File: src/common/bridge_cfg_pkg.sv
/*
  Constants of the bridge configuration header bank: register indices,
  field layouts, reset values and fixed read values.
  Assumes one AHB-Lite slave, one word per register, byte address = 4 * index.
*/
// How it works
// - revision byte, lockable read-write, no fixed reset
// - class code reads 0x06, 0x04, 0x00
// - cache line size stores writes, resets zero
// - upstream latency timer always reads zero
// - header type reads constant 0x01
// - self-test byte reads zero, read-only
// - both base address registers read zero
// - upstream bus number read-write, resets zero
// - downstream bus number read-write, resets zero
// - highest bus number read-write, resets zero
// - downstream latency timer always reads zero
// - io width bit resets one, lockable
// - io base bits 7:4 reset 0xF
// - base and top decide io forwarding
// - top gives bits 15:12, low bits ones
// - top width bit mirrors base width bit
package bridge_cfg_pkg;

  // ------------------------------------------------------------
  // register indices (byte address is four times the index)
  // ------------------------------------------------------------
  localparam logic [7:0] IDX_REVISION = 8'h08;
  localparam logic [7:0] IDX_CLASS_CODE = 8'h09;
  localparam logic [7:0] IDX_CACHE_LINE = 8'h0c;
  localparam logic [7:0] IDX_UP_LATENCY = 8'h0d;
  localparam logic [7:0] IDX_HEADER_TYPE = 8'h0e;
  localparam logic [7:0] IDX_SELF_TEST = 8'h0f;
  localparam logic [7:0] IDX_BASE_ADDR_0 = 8'h10;
  localparam logic [7:0] IDX_BASE_ADDR_1 = 8'h14;
  localparam logic [7:0] IDX_UP_BUS = 8'h18;
  localparam logic [7:0] IDX_DOWN_BUS = 8'h19;
  localparam logic [7:0] IDX_HIGH_BUS = 8'h1a;
  localparam logic [7:0] IDX_DOWN_LATENCY = 8'h1b;
  localparam logic [7:0] IDX_IO_BASE = 8'h1c;
  localparam logic [7:0] IDX_IO_TOP = 8'h1d;
  localparam logic [7:0] IDX_LOCK = 8'h3f;

  // ------------------------------------------------------------
  // fixed read values
  // ------------------------------------------------------------
  localparam logic [7:0] CLASS_INTERFACE = 8'h00;
  localparam logic [7:0] CLASS_SUB = 8'h04;
  localparam logic [7:0] CLASS_BASE = 8'h06;
  localparam logic [7:0] HEADER_TYPE_VAL = 8'h01;
  localparam logic [7:0] SELF_TEST_VAL = 8'h00;
  localparam logic [7:0] LATENCY_VAL = 8'h00;
  localparam logic [31:0] BASE_ADDR_VAL = 32'h0000_0000;

  // ------------------------------------------------------------
  // reset values
  // ------------------------------------------------------------
  localparam logic [7:0] CACHE_LINE_RST = 8'h00;
  localparam logic [7:0] BUS_NUM_RST = 8'h00;
  localparam logic IO_WIDTH_RST = 1'b1;
  localparam logic [3:0] IO_BASE_RST = 4'hf;
  localparam logic [3:0] IO_TOP_RST = 4'h0;
  localparam logic LOCK_RST = 1'b0;

  // ------------------------------------------------------------
  // field layout of the io window bytes
  // ------------------------------------------------------------
  localparam int IO_WIDTH_BIT = 0;
  localparam int IO_ADDR_LSB = 4;
  localparam int IO_ADDR_MSB = 7;
  localparam logic [11:0] IO_LOW_ZERO = 12'h000;
  localparam logic [11:0] IO_LOW_ONES = 12'hfff;

  // ------------------------------------------------------------
  // bus
  // ------------------------------------------------------------
  localparam logic [1:0] HTRANS_NONSEQ = 2'b10;
  localparam logic HRESP_OKAY = 1'b0;

endpackage : bridge_cfg_pkg

File: src/hdl/bridge_config_header_regs.sv
/*
  Bridge type 1 configuration header bank, offsets 0x08 to 0x1d, as an
  AHB-Lite slave, plus the io window forwarding decision.
  Assumes a single master, single word transfers, inputs synchronous to CORE_CLK.
*/
// The AHB-Lite slave port is this design's own decision.
`timescale 1ns/100ps
module bridge_config_header_regs #(
  parameter logic [7:0] REVISION_INIT = 8'h00
) (
  // clock and reset
  input wire logic CORE_CLK,
  input wire logic RESETN,
  // ahb-lite slave
  input wire logic HSEL,
  input wire logic [31:0] HADDR,
  input wire logic [1:0] HTRANS,
  input wire logic HWRITE,
  input wire logic [2:0] HSIZE,
  input wire logic [31:0] HWDATA,
  input wire logic HREADY,
  output logic HREADYOUT,
  output logic [31:0] HRDATA,
  output logic HRESP,
  // io forwarding check
  input wire logic IO_REQ,
  input wire logic [31:0] IO_ADDR,
  output logic IO_DONE,
  output logic IO_FORWARD,
  // register state seen by the rest of the port
  output logic [7:0] UP_BUS_NUMBER,
  output logic [7:0] DOWN_BUS_NUMBER,
  output logic [7:0] HIGH_BUS_NUMBER,
  output logic IO_ADDRESSING_WIDTH
);
  import bridge_cfg_pkg::*;

  typedef enum logic [1:0] {IDLE, WRITE_DATA, READ_WAIT, READ_DATA} phase_e;

  phase_e phase;
  logic [7:0] phase_index;
  logic phase_mapped;

  logic [7:0] revision_number;
  logic [7:0] cache_line_size;
  logic [7:0] upstream_bus_number;
  logic [7:0] downstream_bus_number;
  logic [7:0] highest_bus_number;
  logic io_addressing_width;
  logic [3:0] io_window_base;
  logic [3:0] io_window_top;
  logic config_lock;

  logic accept;
  logic [7:0] addr_index;
  logic addr_mapped;
  logic wr_en;
  logic [7:0] wr_byte;
  logic [31:0] next_hrdata;

  // ------------------------------------------------------------
  // decode helpers
  // ------------------------------------------------------------
  function automatic logic is_mapped(input logic [7:0] idx);
    case (idx)
      IDX_REVISION, IDX_CLASS_CODE, IDX_CACHE_LINE, IDX_UP_LATENCY,
      IDX_HEADER_TYPE, IDX_SELF_TEST, IDX_BASE_ADDR_0, IDX_BASE_ADDR_1,
      IDX_UP_BUS, IDX_DOWN_BUS, IDX_HIGH_BUS, IDX_DOWN_LATENCY,
      IDX_IO_BASE, IDX_IO_TOP, IDX_LOCK: is_mapped = 1'b1;
      default: is_mapped = 1'b0;
    endcase
  endfunction : is_mapped

  function automatic logic write_hits(input logic en, input logic [7:0] idx,
                                      input logic [7:0] target);
    write_hits = en && (idx == target);
  endfunction : write_hits

  // ------------------------------------------------------------
  // ahb-lite address and data phase
  // ------------------------------------------------------------
  // word index from haddr[9:2]; anything above bit 9 is unmapped
  assign addr_index = HADDR[9:2];
  assign addr_mapped = (HADDR[31:10] == 22'h000000) && is_mapped(addr_index);
  assign accept = HSEL && HREADY && (HTRANS == HTRANS_NONSEQ);

  always_ff @(posedge CORE_CLK or negedge RESETN) begin
    if (!RESETN) begin
      phase <= IDLE;
    end else begin
      case (phase)
        READ_WAIT: begin
          phase <= READ_DATA;
        end
        default: begin
          if (accept && HWRITE) begin
            phase <= WRITE_DATA;
          end else if (accept) begin
            phase <= READ_WAIT;
          end else begin
            phase <= IDLE;
          end
        end
      endcase
    end
  end

  always_ff @(posedge CORE_CLK or negedge RESETN) begin
    if (!RESETN) begin
      phase_index <= 8'h00;
      phase_mapped <= 1'b0;
    end else if (accept && (phase != READ_WAIT)) begin
      phase_index <= addr_index;
      phase_mapped <= addr_mapped;
    end
  end

  // one wait state on reads so that a write just before is already stored
  assign HREADYOUT = (phase != READ_WAIT);
  assign HRESP = HRESP_OKAY;

  // only the low byte of each word carries data
  assign wr_en = (phase == WRITE_DATA) && phase_mapped;
  assign wr_byte = HWDATA[7:0];

  // ------------------------------------------------------------
  // writable registers
  // ------------------------------------------------------------
  // lock: once set, lockable fields hold until reset
  always_ff @(posedge CORE_CLK or negedge RESETN) begin
    if (!RESETN) begin
      config_lock <= LOCK_RST;
    end else if (write_hits(wr_en, phase_index, IDX_LOCK) && wr_byte[0]) begin
      config_lock <= 1'b1;
    end
  end

  // revision has no documented reset; a parameter gives a defined start
  always_ff @(posedge CORE_CLK or negedge RESETN) begin
    if (!RESETN) begin
      revision_number <= REVISION_INIT;
    end else if (write_hits(wr_en, phase_index, IDX_REVISION) && !config_lock) begin
      revision_number <= wr_byte;
    end
  end

  // stored for legacy software only; nothing else reads it
  always_ff @(posedge CORE_CLK or negedge RESETN) begin
    if (!RESETN) begin
      cache_line_size <= CACHE_LINE_RST;
    end else if (write_hits(wr_en, phase_index, IDX_CACHE_LINE)) begin
      cache_line_size <= wr_byte;
    end
  end

  always_ff @(posedge CORE_CLK or negedge RESETN) begin
    if (!RESETN) begin
      upstream_bus_number <= BUS_NUM_RST;
    end else if (write_hits(wr_en, phase_index, IDX_UP_BUS)) begin
      upstream_bus_number <= wr_byte;
    end
  end

  always_ff @(posedge CORE_CLK or negedge RESETN) begin
    if (!RESETN) begin
      downstream_bus_number <= BUS_NUM_RST;
    end else if (write_hits(wr_en, phase_index, IDX_DOWN_BUS)) begin
      downstream_bus_number <= wr_byte;
    end
  end

  always_ff @(posedge CORE_CLK or negedge RESETN) begin
    if (!RESETN) begin
      highest_bus_number <= BUS_NUM_RST;
    end else if (write_hits(wr_en, phase_index, IDX_HIGH_BUS)) begin
      highest_bus_number <= wr_byte;
    end
  end

  // io base: bit 0 lockable, bits 3:1 dropped, bits 7:4 always writable
  always_ff @(posedge CORE_CLK or negedge RESETN) begin
    if (!RESETN) begin
      io_addressing_width <= IO_WIDTH_RST;
    end else if (write_hits(wr_en, phase_index, IDX_IO_BASE) && !config_lock) begin
      io_addressing_width <= wr_byte[IO_WIDTH_BIT];
    end
  end

  always_ff @(posedge CORE_CLK or negedge RESETN) begin
    if (!RESETN) begin
      io_window_base <= IO_BASE_RST;
    end else if (write_hits(wr_en, phase_index, IDX_IO_BASE)) begin
      io_window_base <= wr_byte[IO_ADDR_MSB:IO_ADDR_LSB];
    end
  end

  // width bit in this byte is not stored; it mirrors the base byte
  always_ff @(posedge CORE_CLK or negedge RESETN) begin
    if (!RESETN) begin
      io_window_top <= IO_TOP_RST;
    end else if (write_hits(wr_en, phase_index, IDX_IO_TOP)) begin
      io_window_top <= wr_byte[IO_ADDR_MSB:IO_ADDR_LSB];
    end
  end

  // ------------------------------------------------------------
  // read mux
  // ------------------------------------------------------------
  always_comb begin
    next_hrdata = 32'h0000_0000;
    case (phase_index)
      IDX_REVISION: next_hrdata[7:0] = revision_number;
      IDX_CLASS_CODE: next_hrdata[23:0] = {CLASS_BASE, CLASS_SUB, CLASS_INTERFACE};
      IDX_CACHE_LINE: next_hrdata[7:0] = cache_line_size;
      IDX_UP_LATENCY: next_hrdata[7:0] = LATENCY_VAL;
      IDX_HEADER_TYPE: next_hrdata[7:0] = HEADER_TYPE_VAL;
      IDX_SELF_TEST: next_hrdata[7:0] = SELF_TEST_VAL;
      IDX_BASE_ADDR_0, IDX_BASE_ADDR_1: next_hrdata = BASE_ADDR_VAL;
      IDX_UP_BUS: next_hrdata[7:0] = upstream_bus_number;
      IDX_DOWN_BUS: next_hrdata[7:0] = downstream_bus_number;
      IDX_HIGH_BUS: next_hrdata[7:0] = highest_bus_number;
      IDX_DOWN_LATENCY: next_hrdata[7:0] = LATENCY_VAL;
      IDX_IO_BASE: next_hrdata[7:0] = {io_window_base, 3'b000, io_addressing_width};
      IDX_IO_TOP: next_hrdata[7:0] = {io_window_top, 3'b000, io_addressing_width};
      IDX_LOCK: next_hrdata[0] = config_lock;
      default: next_hrdata = 32'h0000_0000;
    endcase
  end

  always_ff @(posedge CORE_CLK or negedge RESETN) begin
    if (!RESETN) begin
      HRDATA <= 32'h0000_0000;
    end else if (phase == READ_WAIT) begin
      HRDATA <= phase_mapped ? next_hrdata : 32'h0000_0000;
    end
  end

  // ------------------------------------------------------------
  // io forwarding window
  // ------------------------------------------------------------
  // upper base/limit halves are not held here, so the window lies in the
  // first 64KB in both addressing widths
  logic [15:0] window_low;
  logic [15:0] window_high;
  assign window_low = {io_window_base, IO_LOW_ZERO};
  assign window_high = {io_window_top, IO_LOW_ONES};

  always_ff @(posedge CORE_CLK or negedge RESETN) begin
    if (!RESETN) begin
      IO_DONE <= 1'b0;
      IO_FORWARD <= 1'b0;
    end else begin
      IO_DONE <= IO_REQ;
      IO_FORWARD <= IO_REQ && (IO_ADDR[31:16] == 16'h0000)
                    && (IO_ADDR[15:0] >= window_low)
                    && (IO_ADDR[15:0] <= window_high);
    end
  end

  assign UP_BUS_NUMBER = upstream_bus_number;
  assign DOWN_BUS_NUMBER = downstream_bus_number;
  assign HIGH_BUS_NUMBER = highest_bus_number;
  assign IO_ADDRESSING_WIDTH = io_addressing_width;

endmodule : bridge_config_header_regs

File: config.mk
export PLATFORM = sky130hd
export DESIGN_NAME = bridge_config_header_regs
export DESIGN_NICKNAME = d
export VERILOG_FILES = /design/src/common/bridge_cfg_pkg.sv /design/src/hdl/bridge_config_header_regs.sv
export SDC_FILE = /design/constraint.sdc
export NUM_CORES = 1
export LEC_CHECK = 0
export ABC_AREA = 1
export BUFFER_PORTS_ARGS = -buffer_cell sky130_fd_sc_hd__buf_2
export CELL_PAD_IN_SITES_DETAIL_PLACEMENT = 2
export CELL_PAD_IN_SITES_GLOBAL_PLACEMENT = 2
export CORE_UTILIZATION = 23
export CTS_CLUSTER_DIAMETER = 60
export DETAILED_ROUTE_END_ITERATION = 10
export PLACE_DENSITY = 0.84
export SLEW_MARGIN = 20
export SYNTH_ARGS = -nofsm -noshare
export SYNTH_HDL_FRONTEND = slang
export SYNTH_SLANG_ARGS = --single-unit
File: constraint.sdc
create_clock -name CORE_CLK -period 1.6 [get_ports CORE_CLK]
set_clock_uncertainty 0.2 [all_clocks]
set_input_delay 0 -clock CORE_CLK [delete_from_list [all_inputs] [get_ports CORE_CLK]]
set_output_delay 0 -clock CORE_CLK [all_outputs]
set_load 0.01 [all_outputs]
==> flow_summary.json <==
{
  "status": "finished, violations left",
  "violations": "negative hold slack, negative setup slack",
  "clk_pin_slew_worst_paths_ns": 0.06,
  "place_inst": 877,
  "grt_pass1_wl_um": 30100,
  "setup_viol": 59,
  "seq_area_um2": 1810,
  "critical_path.cell_chain": "inv_2 > buf_4 > nand3_1 > nor2_4 > buf_12 > nand2_2 > buf_4 > nand2_1 > o21ai_1",
  "rsz0062_at_grt": "true",
  "synth-seq-cells": 72,
  "drcViolationCount": 0,
  "dp_hpwl_um": 11600,
  "fmax_mhz": 543,
  "grt_max_degree": 51,
  "multi_input_area_um2": 2370,
  "yosys_most_used_dff": "dfrtp_1",
  "worstReg2RegStart": "phase_index[5]",
  "filler_cell_count": 1898,
  "die_h_um": 134,
  "dieArea_um2": 18000,
  "crit_top_cell": "buf_4",
  "p_sw_share_pct": 33.3,
  "cp-end-kind": "flip-flop",
  "h-tree-depth": 3,
  "rrSetupSlack_ns": -0.24,
  "avgSynthCellArea_um2": 7.79,
  "worst-path-stages": 9,
  "critPathTopFamily": "buffers and inverters",
  "post-route-period-util_pct": 115,
  "row_count": 47,
  "instances_no_fill": 967,
  "synth_xor_area_share_pct": 0,
  "grt-ovfl-total": 0,
  "clkPwrFrac_pct": 36.4,
  "hp-class": "in -> reg",
  "finalMaxSlewViolations": 0,
  "vias": 4607,
  "crit_path_start": "phase_index[5]",
  "coreArea_um2": 16800,
  "first_iter_violations": 247,
  "crit_fanout": 8,
  "p_int_mw": 4.04,
  "drive_gt1_share_pct": 44.2,
  "hold_violations": 14,
  "slowest_delay_ns": 0.40,
  "p_seq_share_pct": 33.2,
  "synth_top_family_by_area": "simple AND/OR/NAND/NOR gates",
  "cts_made_buffers": 9,
  "crit-reg2reg-capture": "DOWN_BUS_NUMBER[1]",
  "seq_area_frac_synth_pct": 45.1,
  "vias_per_cell": 4.76,
  "combPwrFrac_pct": 30.4,
  "grt_pass1_vias": 5337,
  "net-switching-power_mw": 2.01,
  "syn_inst": 515,
  "clock-sinks": 72,
  "cts-root-buf": "clkbuf_16",
  "startpoint_type": "flip-flop",
  "drt_pass1_iterations": 4,
  "die_x_um": 134,
  "grt_use_total_pct": 22.1,
  "ios": 168,
  "ant_nets": 0,
  "synthAdderAreaFrac_pct": 2.50,
  "ys_warn_count": 0,
  "peakVddDrop_uv": 464,
  "nets": 856,
  "wl_per_cell_um": 21.1,
  "cp_slowest_cell": "dfrtp_1",
  "start_util_pct": 23.8,
  "min_period_ns": 1.84,
  "drt_wl_total_um": 20400,
  "required_ns": 1.60,
  "power_density_nw_per_um2": 904,
  "critPathKind": "reg -> reg",
  "yosys-mux-area-fraction_pct": 0,
  "synth.distinct_cells": 32,
  "antenna_found_initial": 2,
  "io_buffer_count": 116,
  "synthSimpleGateAreaFrac_pct": 31.5,
  "cts_tree": "done",
  "timing.critical_path.buf_inv": 4,
  "max-cap-violations": 0,
  "clockBufferDepth": 2,
  "cp.arrival_ns": 1.84,
  "leakage_nw": 3.39,
  "timing.final.ws_setup_ns": -0.241,
  "syn-cell-area_um2": 4010,
  "worstSkewPairLatency_ns": 0.35,
  "endpoint": "DOWN_BUS_NUMBER[1]",
  "synth-compound-area-share_pct": 9.70,
  "routabilityCongestion": 0.740,
  "async_flop_share_pct": 100,
  "synth_edf_count": 0,
  "whs_ns": -0.0552,
  "preCtsSetupSlack_ns": -0.156,
  "area_growth_syn_to_layout_pct": 66.9,
  "r2r_cells": 9
}
==> metrics by stage <==
stage | TNS, ns | power (mW) | cell area, um2 | util [%] | hold WS [ns]
floorplan | 0 | 2.63 | 4090 | - | -0.496
global placement | -1.14 | 3.15 | 5060 | 30.1 | -0.286
detailed placement | -5.75 | 3.23 | 5060 | 30.1 | -0.293
CTS | -2.18 | 5.70 | 6290 | 37.4 | 0.00319
global route | -11.71 | 6.28 | 6690 | 39.8 | 0.0159
finish | -8.34 | 6.05 | 6690 | 39.8 | -0.0552
==> worst min-delay path: stages <==
cell and delay (ns):
buf_2 0.09, inv_1 0.05, nor2_1 0.04, nand3_1 0.15, o21ai_0 0.10
==> Yosys cell counts (all sizes together) (5+ instances only) <==
library cell  count  share of area [%]
nand3            51                7.5
nor4              5               0.78
inv              47                4.5
a21oi             6               0.75
nor2             61                7.3
o21ai            67                8.4
dfstp             5                3.3
nand2           142                 14
dfrtp            67                 42
ha                8                2.5
buf              37                6.5
nand4             9                1.4
==> timing repair <==
item | in CTS | in global routing
resized for setup | 72 | 92
setup buffers | 8 | 8
pin swaps | 19 | 26
hold buffers | 55 | 2
endpoints found under the hold margin | 135 | 3
cloned | 2 | 0
endpoints found under the setup margin | 59 | 63
==> area by class of cell <==
type	count	area share [%]
antenna	1	0.0374
clock buffer	12	3.98
clock inverter	4	0.767
inverter	47	2.75
multi-input combinational	381	35.4
sequential	72	27.1
tap	220	4.11
timing repair buffer	230	25.9
==> metal layers <==
layer | global-route usage, % | wire length (um) | part of all wire [%] | vias up
met5 | 0 | 11 | 0.054 | -
met1 | 24.9 | 7930 | 39 | 2326
met3 | 3.48 | 766 | 3.8 | 49
met2 | 41.1 | 11000 | 54 | 140
met4 | 9.49 | 697 | 3.4 | 2
li1 | - | - | - | 2090
==> layout by cell type (no fill, tap or decap), types with 11 or more instances in the layout <==
cell type      instances
buf_2                116
o21ai_0               13
dlygate4sd3_1         56
nand3_1               32
conb_1                22
buf_6                 11
nand3_2               12
o21ai_2               21
nand2_4               14
buf_4                 36
inv_1                 34
o21ai_1               32
nor2_1                43
nand2_1               92
dfrtp_1               65
inv_2                 11
nand2_2               35
==> registers in the layout, indices dropped and copies added, names as in the netlist <==
signal / flops
HRDATA: 9
DOWN_BUS_NUMBER: 8
HIGH_BUS_NUMBER: 8
UP_BUS_NUMBER: 8
cache_line_size: 8
phase_index: 8
revision_number: 8
io_window_base: 4
io_window_top: 4
phase: 2
IO_ADDRESSING_WIDTH: 1
IO_DONE: 1
IO_FORWARD: 1
config_lock: 1
phase_mapped: 1
==> worst min path at each step <==
stage          startpoint                  to  slack [ns]  cells after the start
2_1_floorplan      RESETN  DOWN_BUS_NUMBER[0]       -0.50                      0
3_3_place_gp       RESETN    UP_BUS_NUMBER[6]       -0.29                      1
3_5_place_dp       RESETN  DOWN_BUS_NUMBER[6]       -0.29                      1
4_1_cts         HADDR[23]        phase_mapped       0.003                      7
5_1_grt         HTRANS[1]            phase[1]        0.02                      5
6_report        HTRANS[1]            phase[1]       -0.06                      5
==> power by group through the flow <==
stage               Sequential (mW)  Clock (mW)  Combinational [mW]
floorplan                      1.99           0               0.638
global placement               1.99           0                1.15
detailed placement             2.01           0                1.22
CTS                            1.99        2.17                1.54
global route                   2.01        2.31                1.96
finish                         2.01        2.20                1.84
==> logic make-up (layout without fill, tap and decap cells) <==
group,count (synthesis),count (layout)
simple gates,273,275
other cells,1,23
fa+ha+maj,8,8
flops,72,72
compound gates,76,76
buf+inv,85,293
Note: power is estimated with default switching activity, not from simulation.
